## src/fcl_pkg.sv

```systemverilog
// Package: constants and carrier types for the fan commutation and lock block
// Overview of operation
// RULE1: Hall edge restarts lock timing while running
// RULE2: Lock detection only after soft-start completes
// RULE3: No Hall edge in interval disables drive
// RULE4: Off interval, then automatic soft-start retry
// RULE5: No edge during soft-start returns to off
// RULE6: Edge seen during soft-start enters lock-detect
// RULE7: Each interval timed by its own rate; the code counts every interval at the clock rate, against its own cfg length
// RULE8: Current limit ramps zero to nominal in soft-start
// RULE9: Tach follows Hall, open-drain pull-down
// RULE10: Over-current backs off output PWM duty
// RULE11: Low-side outputs carry commutation and PWM
// RULE12: Inactive phase low-side output held low
// RULE13: High-side outputs commutation only, active low
// RULE14: Hall positive above negative selects phase two
// RULE15: Speed input duty sets low-side PWM duty
// RULE16: Reset starts soft-start with counters cleared
// RULE17: Interval lengths are cycle-count configuration inputs
package fcl_pkg;
  localparam int CNT_W     = 24;
  localparam int PWM_W     = 8;
  localparam int THR_W     = 8;
  localparam logic [PWM_W-1:0] PWM_ZERO    = 8'h00;
  localparam logic [PWM_W-1:0] PWM_BACKOFF = 8'h01;
  localparam logic [THR_W-1:0] THR_ZERO    = 8'h00;
  localparam logic [CNT_W-1:0] CNT_ZERO    = 24'h000000;
  localparam logic [CNT_W-1:0] CNT_ONE     = 24'h000001;

  typedef enum logic [1:0] {
    FCL_SOFT,
    FCL_RUN,
    FCL_OFF
  } fcl_mode_t;

  typedef struct packed {
    logic [CNT_W-1:0] soft_len;
    logic [CNT_W-1:0] lock_len;
    logic [CNT_W-1:0] off_len;
  } fcl_cfg_t;

  typedef struct packed {
    logic phase_one_low_drive;
    logic phase_two_low_drive;
    logic phase_one_high_drive_oe_n;
    logic phase_two_high_drive_oe_n;
  } fcl_bridge_t;
endpackage

```

## src/fcl_pwm_meter.sv

```systemverilog
// Module: measures speed input duty and regenerates an output PWM
`timescale 1ns/100ps
module fcl_pwm_meter #(
  parameter int PWM_W = fcl_pkg::PWM_W
) (
  input  wire logic             clock,
  input  wire logic             arst_n,
  input  wire logic             speed_in,
  input  wire logic             backoff,
  output logic                  pwm_out,
  output logic [PWM_W-1:0]      duty
);
  typedef struct packed {
    logic [PWM_W-1:0] phase;
    logic [PWM_W-1:0] high_cnt;
    logic [PWM_W-1:0] duty;
    logic             pwm;
  } fcl_meter_t;

  fcl_meter_t st_reg;
  fcl_meter_t st_next;

  // Duty measured over one free-running 256-cycle frame, so only inputs faster than the frame average out
  always_comb begin
    st_next = st_reg;
    st_next.phase = st_reg.phase + 1'b1;
    if (speed_in) begin
      st_next.high_cnt = st_reg.high_cnt + 1'b1;
    end
    if (&st_reg.phase) begin
      st_next.high_cnt = {PWM_W{1'b0}};
      // Saturate: a frame of all-high samples would otherwise wrap to zero duty
      st_next.duty = (speed_in && !(&st_reg.high_cnt)) ? st_reg.high_cnt + 1'b1 : st_reg.high_cnt; // RULE15
    end else if (backoff && st_reg.duty != fcl_pkg::PWM_ZERO) begin
      st_next.duty = st_reg.duty - fcl_pkg::PWM_BACKOFF; // RULE10
    end
    // Full-scale duty holds the output on for a true full-speed drive
    st_next.pwm = ((st_reg.phase < st_reg.duty) || (&st_reg.duty)) && !backoff; // RULE15 RULE10
  end

  always_ff @(posedge clock or negedge arst_n) begin
    if (!arst_n) begin
      st_reg <= '0;
    end else begin
      st_reg <= st_next;
    end
  end

  assign pwm_out = st_reg.pwm;
  assign duty    = st_reg.duty;
endmodule

```

## src/fcl_top.sv

```systemverilog
// Module: single-phase fan commutation, lock supervision and soft-start
`timescale 1ns/100ps
module fcl_top (
  input  wire logic                         clock,
  input  wire logic                         arst_n,
  input  wire logic                         hall_pos,
  input  wire logic                         hall_neg,
  input  wire logic                         speed_pwm_input,
  input  wire logic                         sense_over,
  input  wire logic [fcl_pkg::THR_W-1:0]    current_limit_nominal,
  input  fcl_pkg::fcl_cfg_t                 cfg, // RULE17
  output fcl_pkg::fcl_bridge_t              bridge,
  output logic                              tach_output_oe_n,
  output logic [fcl_pkg::THR_W-1:0]         current_limit_threshold,
  output fcl_pkg::fcl_mode_t                mode
);
  typedef struct packed {
    logic [1:0]               hp_sync;
    logic [1:0]               hn_sync;
    logic [1:0]               spd_sync;
    logic [1:0]               ov_sync;
    logic                     hall_last;
    logic [2:0]               prime;
    logic                     seen_edge;
    fcl_pkg::fcl_mode_t       mode;
    logic [fcl_pkg::CNT_W-1:0] cnt;
    logic [fcl_pkg::THR_W-1:0] thr;
    fcl_pkg::fcl_bridge_t     br;
    logic                     tach_oe_n;
  } fcl_state_t;

  fcl_state_t st_reg;
  fcl_state_t st_next;
  logic       pwm_raw;
  logic       hall_now;
  logic       hall_edge;
  logic       drive_on;
  logic       over;

  assign hall_now  = st_reg.hp_sync[1] & ~st_reg.hn_sync[1]; // RULE14
  // Masked until the synchronisers hold a real Hall level, so reset gives no false edge
  assign hall_edge = st_reg.prime[2] & (hall_now ^ st_reg.hall_last);
  assign over      = st_reg.ov_sync[1] && (st_reg.mode != fcl_pkg::FCL_OFF);

  fcl_pwm_meter #(
    .PWM_W (fcl_pkg::PWM_W)
  ) u_meter (
    .clock    (clock),
    .arst_n   (arst_n),
    .speed_in (st_reg.spd_sync[1]),
    .backoff  (over),
    .pwm_out  (pwm_raw),
    .duty     ()
  );

  // Ramp step scaled so the threshold reaches nominal as soft-start ends
  function automatic logic [fcl_pkg::THR_W-1:0] ramp(
    input logic [fcl_pkg::CNT_W-1:0] c,
    input logic [fcl_pkg::CNT_W-1:0] len,
    input logic [fcl_pkg::THR_W-1:0] nom
  );
    logic [fcl_pkg::CNT_W+fcl_pkg::THR_W-1:0] prod;
    prod = c * nom;
    if (len == fcl_pkg::CNT_ZERO || c >= len) begin
      ramp = nom;
    end else begin
      ramp = fcl_pkg::THR_W'(prod / len);
    end
  endfunction

  always_comb begin
    st_next = st_reg;
    st_next.hp_sync  = {st_reg.hp_sync[0], hall_pos};
    st_next.hn_sync  = {st_reg.hn_sync[0], hall_neg};
    st_next.spd_sync = {st_reg.spd_sync[0], speed_pwm_input};
    st_next.ov_sync  = {st_reg.ov_sync[0], sense_over};
    st_next.hall_last = hall_now;
    st_next.prime     = {st_reg.prime[1:0], 1'b1};
    st_next.cnt = st_reg.cnt + fcl_pkg::CNT_ONE;
    drive_on = 1'b1;
    case (st_reg.mode)
      fcl_pkg::FCL_SOFT: begin
        if (hall_edge) begin
          st_next.seen_edge = 1'b1;
        end
        st_next.thr = ramp(st_reg.cnt, cfg.soft_len, current_limit_nominal); // RULE8
        if (st_reg.cnt + fcl_pkg::CNT_ONE >= cfg.soft_len) begin // RULE7
          st_next.cnt = fcl_pkg::CNT_ZERO;
          st_next.thr = current_limit_nominal;
          if (st_reg.seen_edge || hall_edge) begin
            st_next.mode = fcl_pkg::FCL_RUN; // RULE6 RULE2
          end else begin
            st_next.mode = fcl_pkg::FCL_OFF; // RULE5
          end
        end
      end
      fcl_pkg::FCL_RUN: begin
        st_next.thr = current_limit_nominal;
        if (hall_edge) begin
          st_next.cnt = fcl_pkg::CNT_ZERO; // RULE1
        end else if (st_reg.cnt + fcl_pkg::CNT_ONE >= cfg.lock_len) begin // RULE7
          st_next.cnt  = fcl_pkg::CNT_ZERO;
          st_next.mode = fcl_pkg::FCL_OFF; // RULE3
        end
      end
      fcl_pkg::FCL_OFF: begin
        drive_on = 1'b0; // RULE4
        st_next.thr = fcl_pkg::THR_ZERO;
        if (st_reg.cnt + fcl_pkg::CNT_ONE >= cfg.off_len) begin // RULE7
          st_next.cnt       = fcl_pkg::CNT_ZERO;
          st_next.seen_edge = 1'b0;
          st_next.mode      = fcl_pkg::FCL_SOFT; // RULE4
        end
      end
      default: begin
        st_next.mode = fcl_pkg::FCL_OFF;
        st_next.cnt  = fcl_pkg::CNT_ZERO;
      end
    endcase
    if (st_next.mode == fcl_pkg::FCL_OFF) begin
      drive_on = 1'b0; // RULE3 RULE5
      st_next.thr = fcl_pkg::THR_ZERO; // RULE8
    end
    // Outputs follow the next mode so lock shutdown is not a cycle late
    st_next.br.phase_two_low_drive = drive_on && hall_now && pwm_raw; // RULE11 RULE12
    st_next.br.phase_one_low_drive = drive_on && !hall_now && pwm_raw; // RULE11 RULE12
    st_next.br.phase_two_high_drive_oe_n = !(drive_on && hall_now); // RULE13
    st_next.br.phase_one_high_drive_oe_n = !(drive_on && !hall_now); // RULE13
    st_next.tach_oe_n = hall_now; // RULE9
  end

  always_ff @(posedge clock or negedge arst_n) begin
    if (!arst_n) begin
      st_reg <= '0; // RULE16
      st_reg.mode <= fcl_pkg::FCL_SOFT; // RULE16
      st_reg.br.phase_one_high_drive_oe_n <= 1'b1;
      st_reg.br.phase_two_high_drive_oe_n <= 1'b1;
      st_reg.tach_oe_n <= 1'b1;
    end else begin
      st_reg <= st_next;
    end
  end

  assign bridge                  = st_reg.br;
  assign tach_output_oe_n        = st_reg.tach_oe_n;
  assign current_limit_threshold = st_reg.thr;
  assign mode                    = st_reg.mode;
endmodule

```

## config.mk

```make
export PLATFORM = sky130hd
export DESIGN_NAME = fcl_top
export DESIGN_NICKNAME = d
export VERILOG_FILES = /design/src/fcl_pkg.sv /design/src/fcl_pwm_meter.sv /design/src/fcl_top.sv
export SDC_FILE = /design/constraint.sdc
export NUM_CORES = 2
export LEC_CHECK = 0
export BUFFER_PORTS_ARGS = -buffer_cell sky130_fd_sc_hd__clkbuf_2
export CAP_MARGIN = 0
export CELL_PAD_IN_SITES_DETAIL_PLACEMENT = 1
export CELL_PAD_IN_SITES_GLOBAL_PLACEMENT = 2
export CORE_MARGIN = 5
export CORE_UTILIZATION = 25
export CTS_BUF_LIST = sky130_fd_sc_hd__clkbuf_16
export CTS_CLUSTER_SIZE = 16
export DETAILED_ROUTE_END_ITERATION = 8
export HOLD_SLACK_MARGIN = 0.15
export PLACE_DENSITY = 0.67
export SYNTH_ARGS = -nofsm -noshare
export SYNTH_HDL_FRONTEND = slang
export SYNTH_HIERARCHICAL = 1
export SYNTH_SLANG_ARGS = --single-unit
```

## constraint.sdc

```tcl
create_clock -name clock -period 82.3 [get_ports clock]
set_input_delay 16.46 -clock clock [delete_from_list [all_inputs] [get_ports clock]]
set_output_delay 16.46 -clock clock [all_outputs]
set_load 0.01 [all_outputs]
```

=== Yosys cells after proc, flatten, opt, wreduce, memory -nomap -nowiden ===
Cells that the tools add are included.

* Memories: 0
* Bits in writable memories: 0
* Bits in latches: 0
* Word-level logic and storage cells: 86
* Flip-flop bits (word level): 77
* Output and inout port bits: 15
* Memory bits (read-only): 0
* Bits of input ports: 86

* Multipliers: 1
* Divide/modulo/power cells: 1
* Mux-type cells: 19
* Bitwise operators: 4
* Add/sub/neg operators: 4
* Reduce and logical (&&, ||, !) cells: 27
* Order comparisons: 5
* Equality and inequality tests: 6
* Shift-type cells: 0

{| class="wikitable"
|+ Operator list
! cell !! number
|-
| $ge A24 B24 Y1 || 4
|-
| $pmux W26 S3 || 1
|-
| $mux W8 || 7
|-
| $mux W34 || 1
|-
| $div A32 B24 Y32 || 1
|-
| $mul A24 B8 Y32 || 1
|-
| $mux W27 || 1
|-
| $mux W26 || 1
|-
| $add A24 B1 Y24 const B || 1
|-
| $logic_not A24 Y1 || 1
|-
| $mux W24 || 1
|-
| $pmux W8 S3 || 1
|-
| $reduce_and A8 Y1 || 3
|-
| $add A8 B1 Y8 const B || 2
|-
| $logic_and A1 B1 Y1 || 8
|-
| $lt A8 B8 Y1 || 1
|-
| $reduce_bool A8 Y1 || 1
|-
| $sub A8 B1 Y8 const B || 1
|-
| $ne A2 B2 Y1 const B || 3
|-
| $reduce_bool A2 Y1 || 3
|-
| $logic_not A1 Y1 || 5
|-
| $eq A2 B2 Y1 const B || 2
|-
| $mux W2 || 2
|-
| $reduce_bool A4 Y1 || 1
|-
| other kinds (9) || 14
|}

=== Depth between registers and ports, before layout ===
* Word-level depth: 12
* Mapped depth: 420
* Gate-level depth less buffers: 384

=== Modules after synthesis ===
The synthesis kept the hierarchy.

{| class="wikitable"
|+ Modules (own cells, without submodules)
! module !! area an instance (um^2) !! cells an instance !! sequential area each (um^2) !! instances
|-
| fcl_top || 36755.3 || 5000 || 1305.0 || 1
|-
| fcl_pwm_meter || 1629.1 || 170 || 625.6 || 1
|}

=== Worst setup path before layout ===
No wires, ideal clock.

* Path kind: input-to-reg
* Start: input current_limit_nominal[7] (netlist bit)
* End: register st_reg (netlist bit current_limit_threshold[0])
* Arrival: 97944 ps
* Setup slack: -15783 ps
* Library setup time: 139 ps
* Stages on the path: 391
* Required time: 82161 ps
* Buffers on the path: 44
* Cell sequence: clkbuf_1 -> and2_1 -> fa_1 -> fa_1 -> fa_1 -> inv_1 -> fa_1 -> inv_1 -> ha_1 -> clkbuf_1 -> a211oi_1 -> o211ai_1 -> a31oi_1 -> nor4b_1 -> a211oi_1 -> ha_1 -> and3_1 -> o21ai_0 -> (+355 left out) -> nand2b_1 -> a21oi_1 -> nor2b_1 -> o21ai_0 -> nand2b_1 -> a21oi_1 -> nor2b_1 -> o21ai_0 -> nand2b_1 -> a21oi_1 -> nor2b_1 -> o21ai_0 -> nand2b_1 -> a21oi_1 -> o311a_1 -> o2111ai_1 -> o31ai_1 -> nand4b_1

* Word-level cells in the longest chain between the ends: 6

{| class="wikitable"
|+ Ends and longest elaborated chain
! item !! RTL line !! source
|-
| from (decl) || fcl_top.sv:10 || <nowiki>input wire logic [fcl_pkg::THR_W-1:0] current_limit_nominal,</nowiki>
|-
| $mul A24 B8 Y32 || fcl_top.sv:63 || <nowiki>prod = c * nom;</nowiki>
|-
| $div A32 B24 Y32 || fcl_top.sv:67 || <nowiki>ramp = fcl_pkg::THR_W'(prod / len);</nowiki>
|-
| $mux W8 || fcl_top.sv:64 || <nowiki>if (len == fcl_pkg::CNT_ZERO || c >= len) begin</nowiki>
|-
| $mux W34 || fcl_top.sv:87 || <nowiki>if (st_reg.cnt + fcl_pkg::CNT_ONE >= cfg.soft_len) begin</nowiki>
|-
| $pmux W8 S3 || fcl_top.sv:81 || <nowiki>case (st_reg.mode)</nowiki>
|-
| $mux W8 || fcl_top.sv:120 || <nowiki>if (st_next.mode == fcl_pkg::FCL_OFF) begin</nowiki>
|-
| to (signal assigned) || fcl_top.sv:140 || <nowiki>st_reg <= st_next;</nowiki>
|-
| to (decl) || fcl_top.sv:32 || <nowiki>fcl_state_t st_reg;</nowiki>
|}

Every way passes these cells.
A chain may end at the register's enable or synchronous reset.

=== Final worst setup path ===
* Start: input current_limit_nominal[5] (netlist bit)
* End: register st_reg (netlist bit current_limit_threshold[0])

Same word-level chain as after synthesis.

==> reports/summary.txt <==
=====================================================================================
Post-Route WL                                                              187,000 um
Final routed wire length divided by cell count                                20.2 um
Layout area overhead                                                            58.7%
Setup repair after global routing missed its margin                              true
Combined global-route utilization of all metal layers                           0.219
Number of placement rows                                                          143
CTS Buf Count                                                                       9
DIE AREA                                                                 161,000 um^2
Total of max-cap violations                                                         0
Layout net count                                                                8,094
Floorplan core area                                                      152,000 um^2
Total standard cell area after synthesis                                  38,300 um^2
Number of instances on the worst hold path                                          0
Data arrival time of the critical path                                       88.81 ns
Multi-input combinational cell area                                       38,100 um^2
Sw Pwr                                                                         585 uW
Clock-pin slew on the worst setup and hold paths                              0.07 ns
Layout Skew                                                                 0.0154 ns
Count of routing violations after the opening detailed-route iteration          2,090
Max stage delay cell, worst path                                         sky130_fd_sc_hd__or4_4
Failing checks                                                           setup timing
Number of pins exceeding their max-slew limit in the final report                   0
Number of inserted filler cells in the final layout                            18,587
Total number of vias                                                           47,116
Most used cell along the critical path                                   sky130_fd_sc_hd__buf_4
Vias in the first global route                                                 50,898
Share of post-route cells with drive strength above 1                           0.410
Effective utilization at floorplan                                              0.252
Chip width                                                                     402 um
Ys Warns                                                                            6
Rel. slew slack                                                                 0.328
Max frequency                                                              0.0113 GHz
Maximum net fanout on the critical path                                            10
Deepest clock path buffer count                                                     2
Category of the most critical setup path                                       in2reg
TNS Setup                                                                   -10.12 ns
Internal power                                                                 640 uW
CTS tree                                                                         done
Outcome                                                                  complete, but fails checks
Slew @ Worst Pin                                                              1.01 ns
Crit Reg-Reg Endpoint                                                    current_limit_threshold[0]
Number of setup violations in the final report                                      2
Height of the die                                                              402 um
Share of total power consumed by net switching                                  0.477
Element type at the critical path start                                    input port
Placement Setup Slack                                                       -10.18 ns
Min setup slack post-route                                                   -6.29 ns
Average cell area after synthesis                                           7.42 um^2
First-pass DRT Iterations                                                           5
Clock root cell                                                          sky130_fd_sc_hd__clkbuf_16
Final instance count without filler cells                                       9,256
RD Place Congestion                                                             0.925
Routed Antenna Nets                                                                 0
Share of the cycle needed by the critical path after routing                     1.08
Crit-path max cell delay                                                      0.63 ns
Data required time at the worst endpoint                                     82.53 ns
Category of the worst setup path capture point                              flip-flop
Number of cell instances on the worst register-to-register path                   395
DP Cell Count                                                                   8,965
Final min period                                                             88.59 ns
Clock insertion delay at the later pin of the skew report                     0.36 ns
Final hold violation count                                                          0
End point of the worst hold path                                           st_reg[51]
Register-to-Register Setup Slack                                              9.45 ns
Sequential cell area in the final layout                                    1930 um^2
Post-synth net total                                                            6,038
Number of I/O pins                                                                101
Flip-flop count of the largest register after layout                               31
Remaining global-route overflow                                                     0
Static Leak                                                                 0.0314 uW
Post-Synthesis Cells                                                            5,162
Power share of the sequential group                                             0.043
Count of buffers from port buffering                                              100
Portion of total power attributed to combinational logic                        0.924
DRC viols                                                                           0
Hold buffer count at CTS                                                            0
Clock net sink count                                                               77
Worst min path class                                                          reg2reg
Maximum resistive drop on vdd                                               0.0314 mV
Largest net degree at the start of global routing                                  78
Drt via density                                                                  5.09
Clock group share of total power                                                0.033
CTS H-tree depth                                                                    3
First-pass GRT wire length                                                 286,000 um
Areal power density over the cells                                       20.1 nW/um^2
Beginning of the worst hold path                                          st_next[51]
Reg-to-Reg Start                                                           st_reg[20]
Total power draw                                                              1220 uW
Antenna violations before repair                                                    9
Detailed placer's ending HPWL                                              147,000 um
=====================================================================================
placed cells by master (no fill, tap or decap), types with 29 or more instances in the layout:
cell type                  instances
sky130_fd_sc_hd__buf_4          2049
sky130_fd_sc_hd__ha_1            576
sky130_fd_sc_hd__nor2_1          444
sky130_fd_sc_hd__nand2_1         420
sky130_fd_sc_hd__inv_1           327
sky130_fd_sc_hd__a21oi_1         272
sky130_fd_sc_hd__xnor2_1         194
sky130_fd_sc_hd__o21ai_0         178
sky130_fd_sc_hd__nor3_1          168
sky130_fd_sc_hd__a21o_1          167
sky130_fd_sc_hd__o21a_1          160
sky130_fd_sc_hd__and2_1          155
sky130_fd_sc_hd__xor2_1          132
sky130_fd_sc_hd__fa_1            132
sky130_fd_sc_hd__mux2_2          121
sky130_fd_sc_hd__nand3_1         111
sky130_fd_sc_hd__clkbuf_2         98
sky130_fd_sc_hd__nor2b_1          88
sky130_fd_sc_hd__a21oi_2          84
sky130_fd_sc_hd__ha_4             75
sky130_fd_sc_hd__dfrtp_1          74
sky130_fd_sc_hd__nand2b_1         61
sky130_fd_sc_hd__o211ai_1         53
sky130_fd_sc_hd__o21ai_1          47
sky130_fd_sc_hd__nand4_1          47
sky130_fd_sc_hd__o31ai_1          45
sky130_fd_sc_hd__and3_1           44
sky130_fd_sc_hd__or3_1            38
sky130_fd_sc_hd__a31oi_1          37
sky130_fd_sc_hd__a211oi_1         35
sky130_fd_sc_hd__or2_2            33
sky130_fd_sc_hd__o21ai_2          30
sky130_fd_sc_hd__buf_6            30
sky130_fd_sc_hd__mux2_4           29
layout make-up:
class,count,area share
multi-input cells,4585,0.626
well taps,2030,0.0418
flip-flops and latches,77,0.0318
clock inverters,7,0.00121
repair buffers,2200,0.274
inverters,345,0.0213
clock buffers,9,0.00370
diodes,3,0.000123
power by group through the flow:
stage	registers, uW	clock network, uW	logic [uW]
after detailed placement	53.2	0	1020
final	52.5	41.0	1130
after CTS	52.5	42.6	1080
after global routing	53.5	43.9	1250
after floorplan	48.0	0	583
after global placement	52.8	0	985
per-stage QoR:
stage / hold slack [ns] / util / instance area (um^2)
2_1_floorplan: 0.331 / - / 40200
3_3_place_gp: 0.333 / 0.368 / 56000
3_5_place_dp: 0.337 / 0.368 / 56000
4_1_cts: 0.343 / 0.388 / 59100
5_1_grt: 0.360 / 0.399 / 60800
6_report: 0.340 / 0.399 / 60800
how the worst max path moves through the flow:
stage	startpoint	end	slack (ns)
after global routing	current_limit_nominal[7]	current_limit_threshold[0]	-9.81
after detailed placement	current_limit_nominal[5]	current_limit_threshold[0]	-10.18
final	current_limit_nominal[5]	current_limit_threshold[0]	-6.29
after global placement	current_limit_nominal[5]	current_limit_threshold[0]	-8.32
after CTS	current_limit_nominal[5]	current_limit_threshold[0]	-5.41
after floorplan	current_limit_nominal[2]	current_limit_threshold[0]	-6.54
routing by layer:
metal  share of wire  wire (um)  vias up  track usage
met2            0.48      90100      802        0.392
met3           0.034       6310      291       0.0168
met5         0.00011         21        -            0
met4           0.033       6090        4       0.0588
met1            0.45      84500    23230        0.283
li1                -          -    22789            -
timing repair:
| item | 4_1_cts | 5_1_grt |
|---|---|---|
| resized for setup | 286 | 202 |
| endpoints found under the setup margin | 3 | 3 |
| pin swaps | 221 | 181 |
| cloned | 6 | 3 |
| buffers inserted | 179 | 84 |
critical path: cells and delay by family:
family | cells | cell delay [ns]
buf+inv | 88 | 12.30
simple gates | 81 | 13.44
xor+xnor | 2 | 0.24
compound gates | 184 | 33.25
fa+ha+maj | 34 | 10.33
mux | 8 | 2.65
Note: power is estimated with default switching activity, not from simulation.
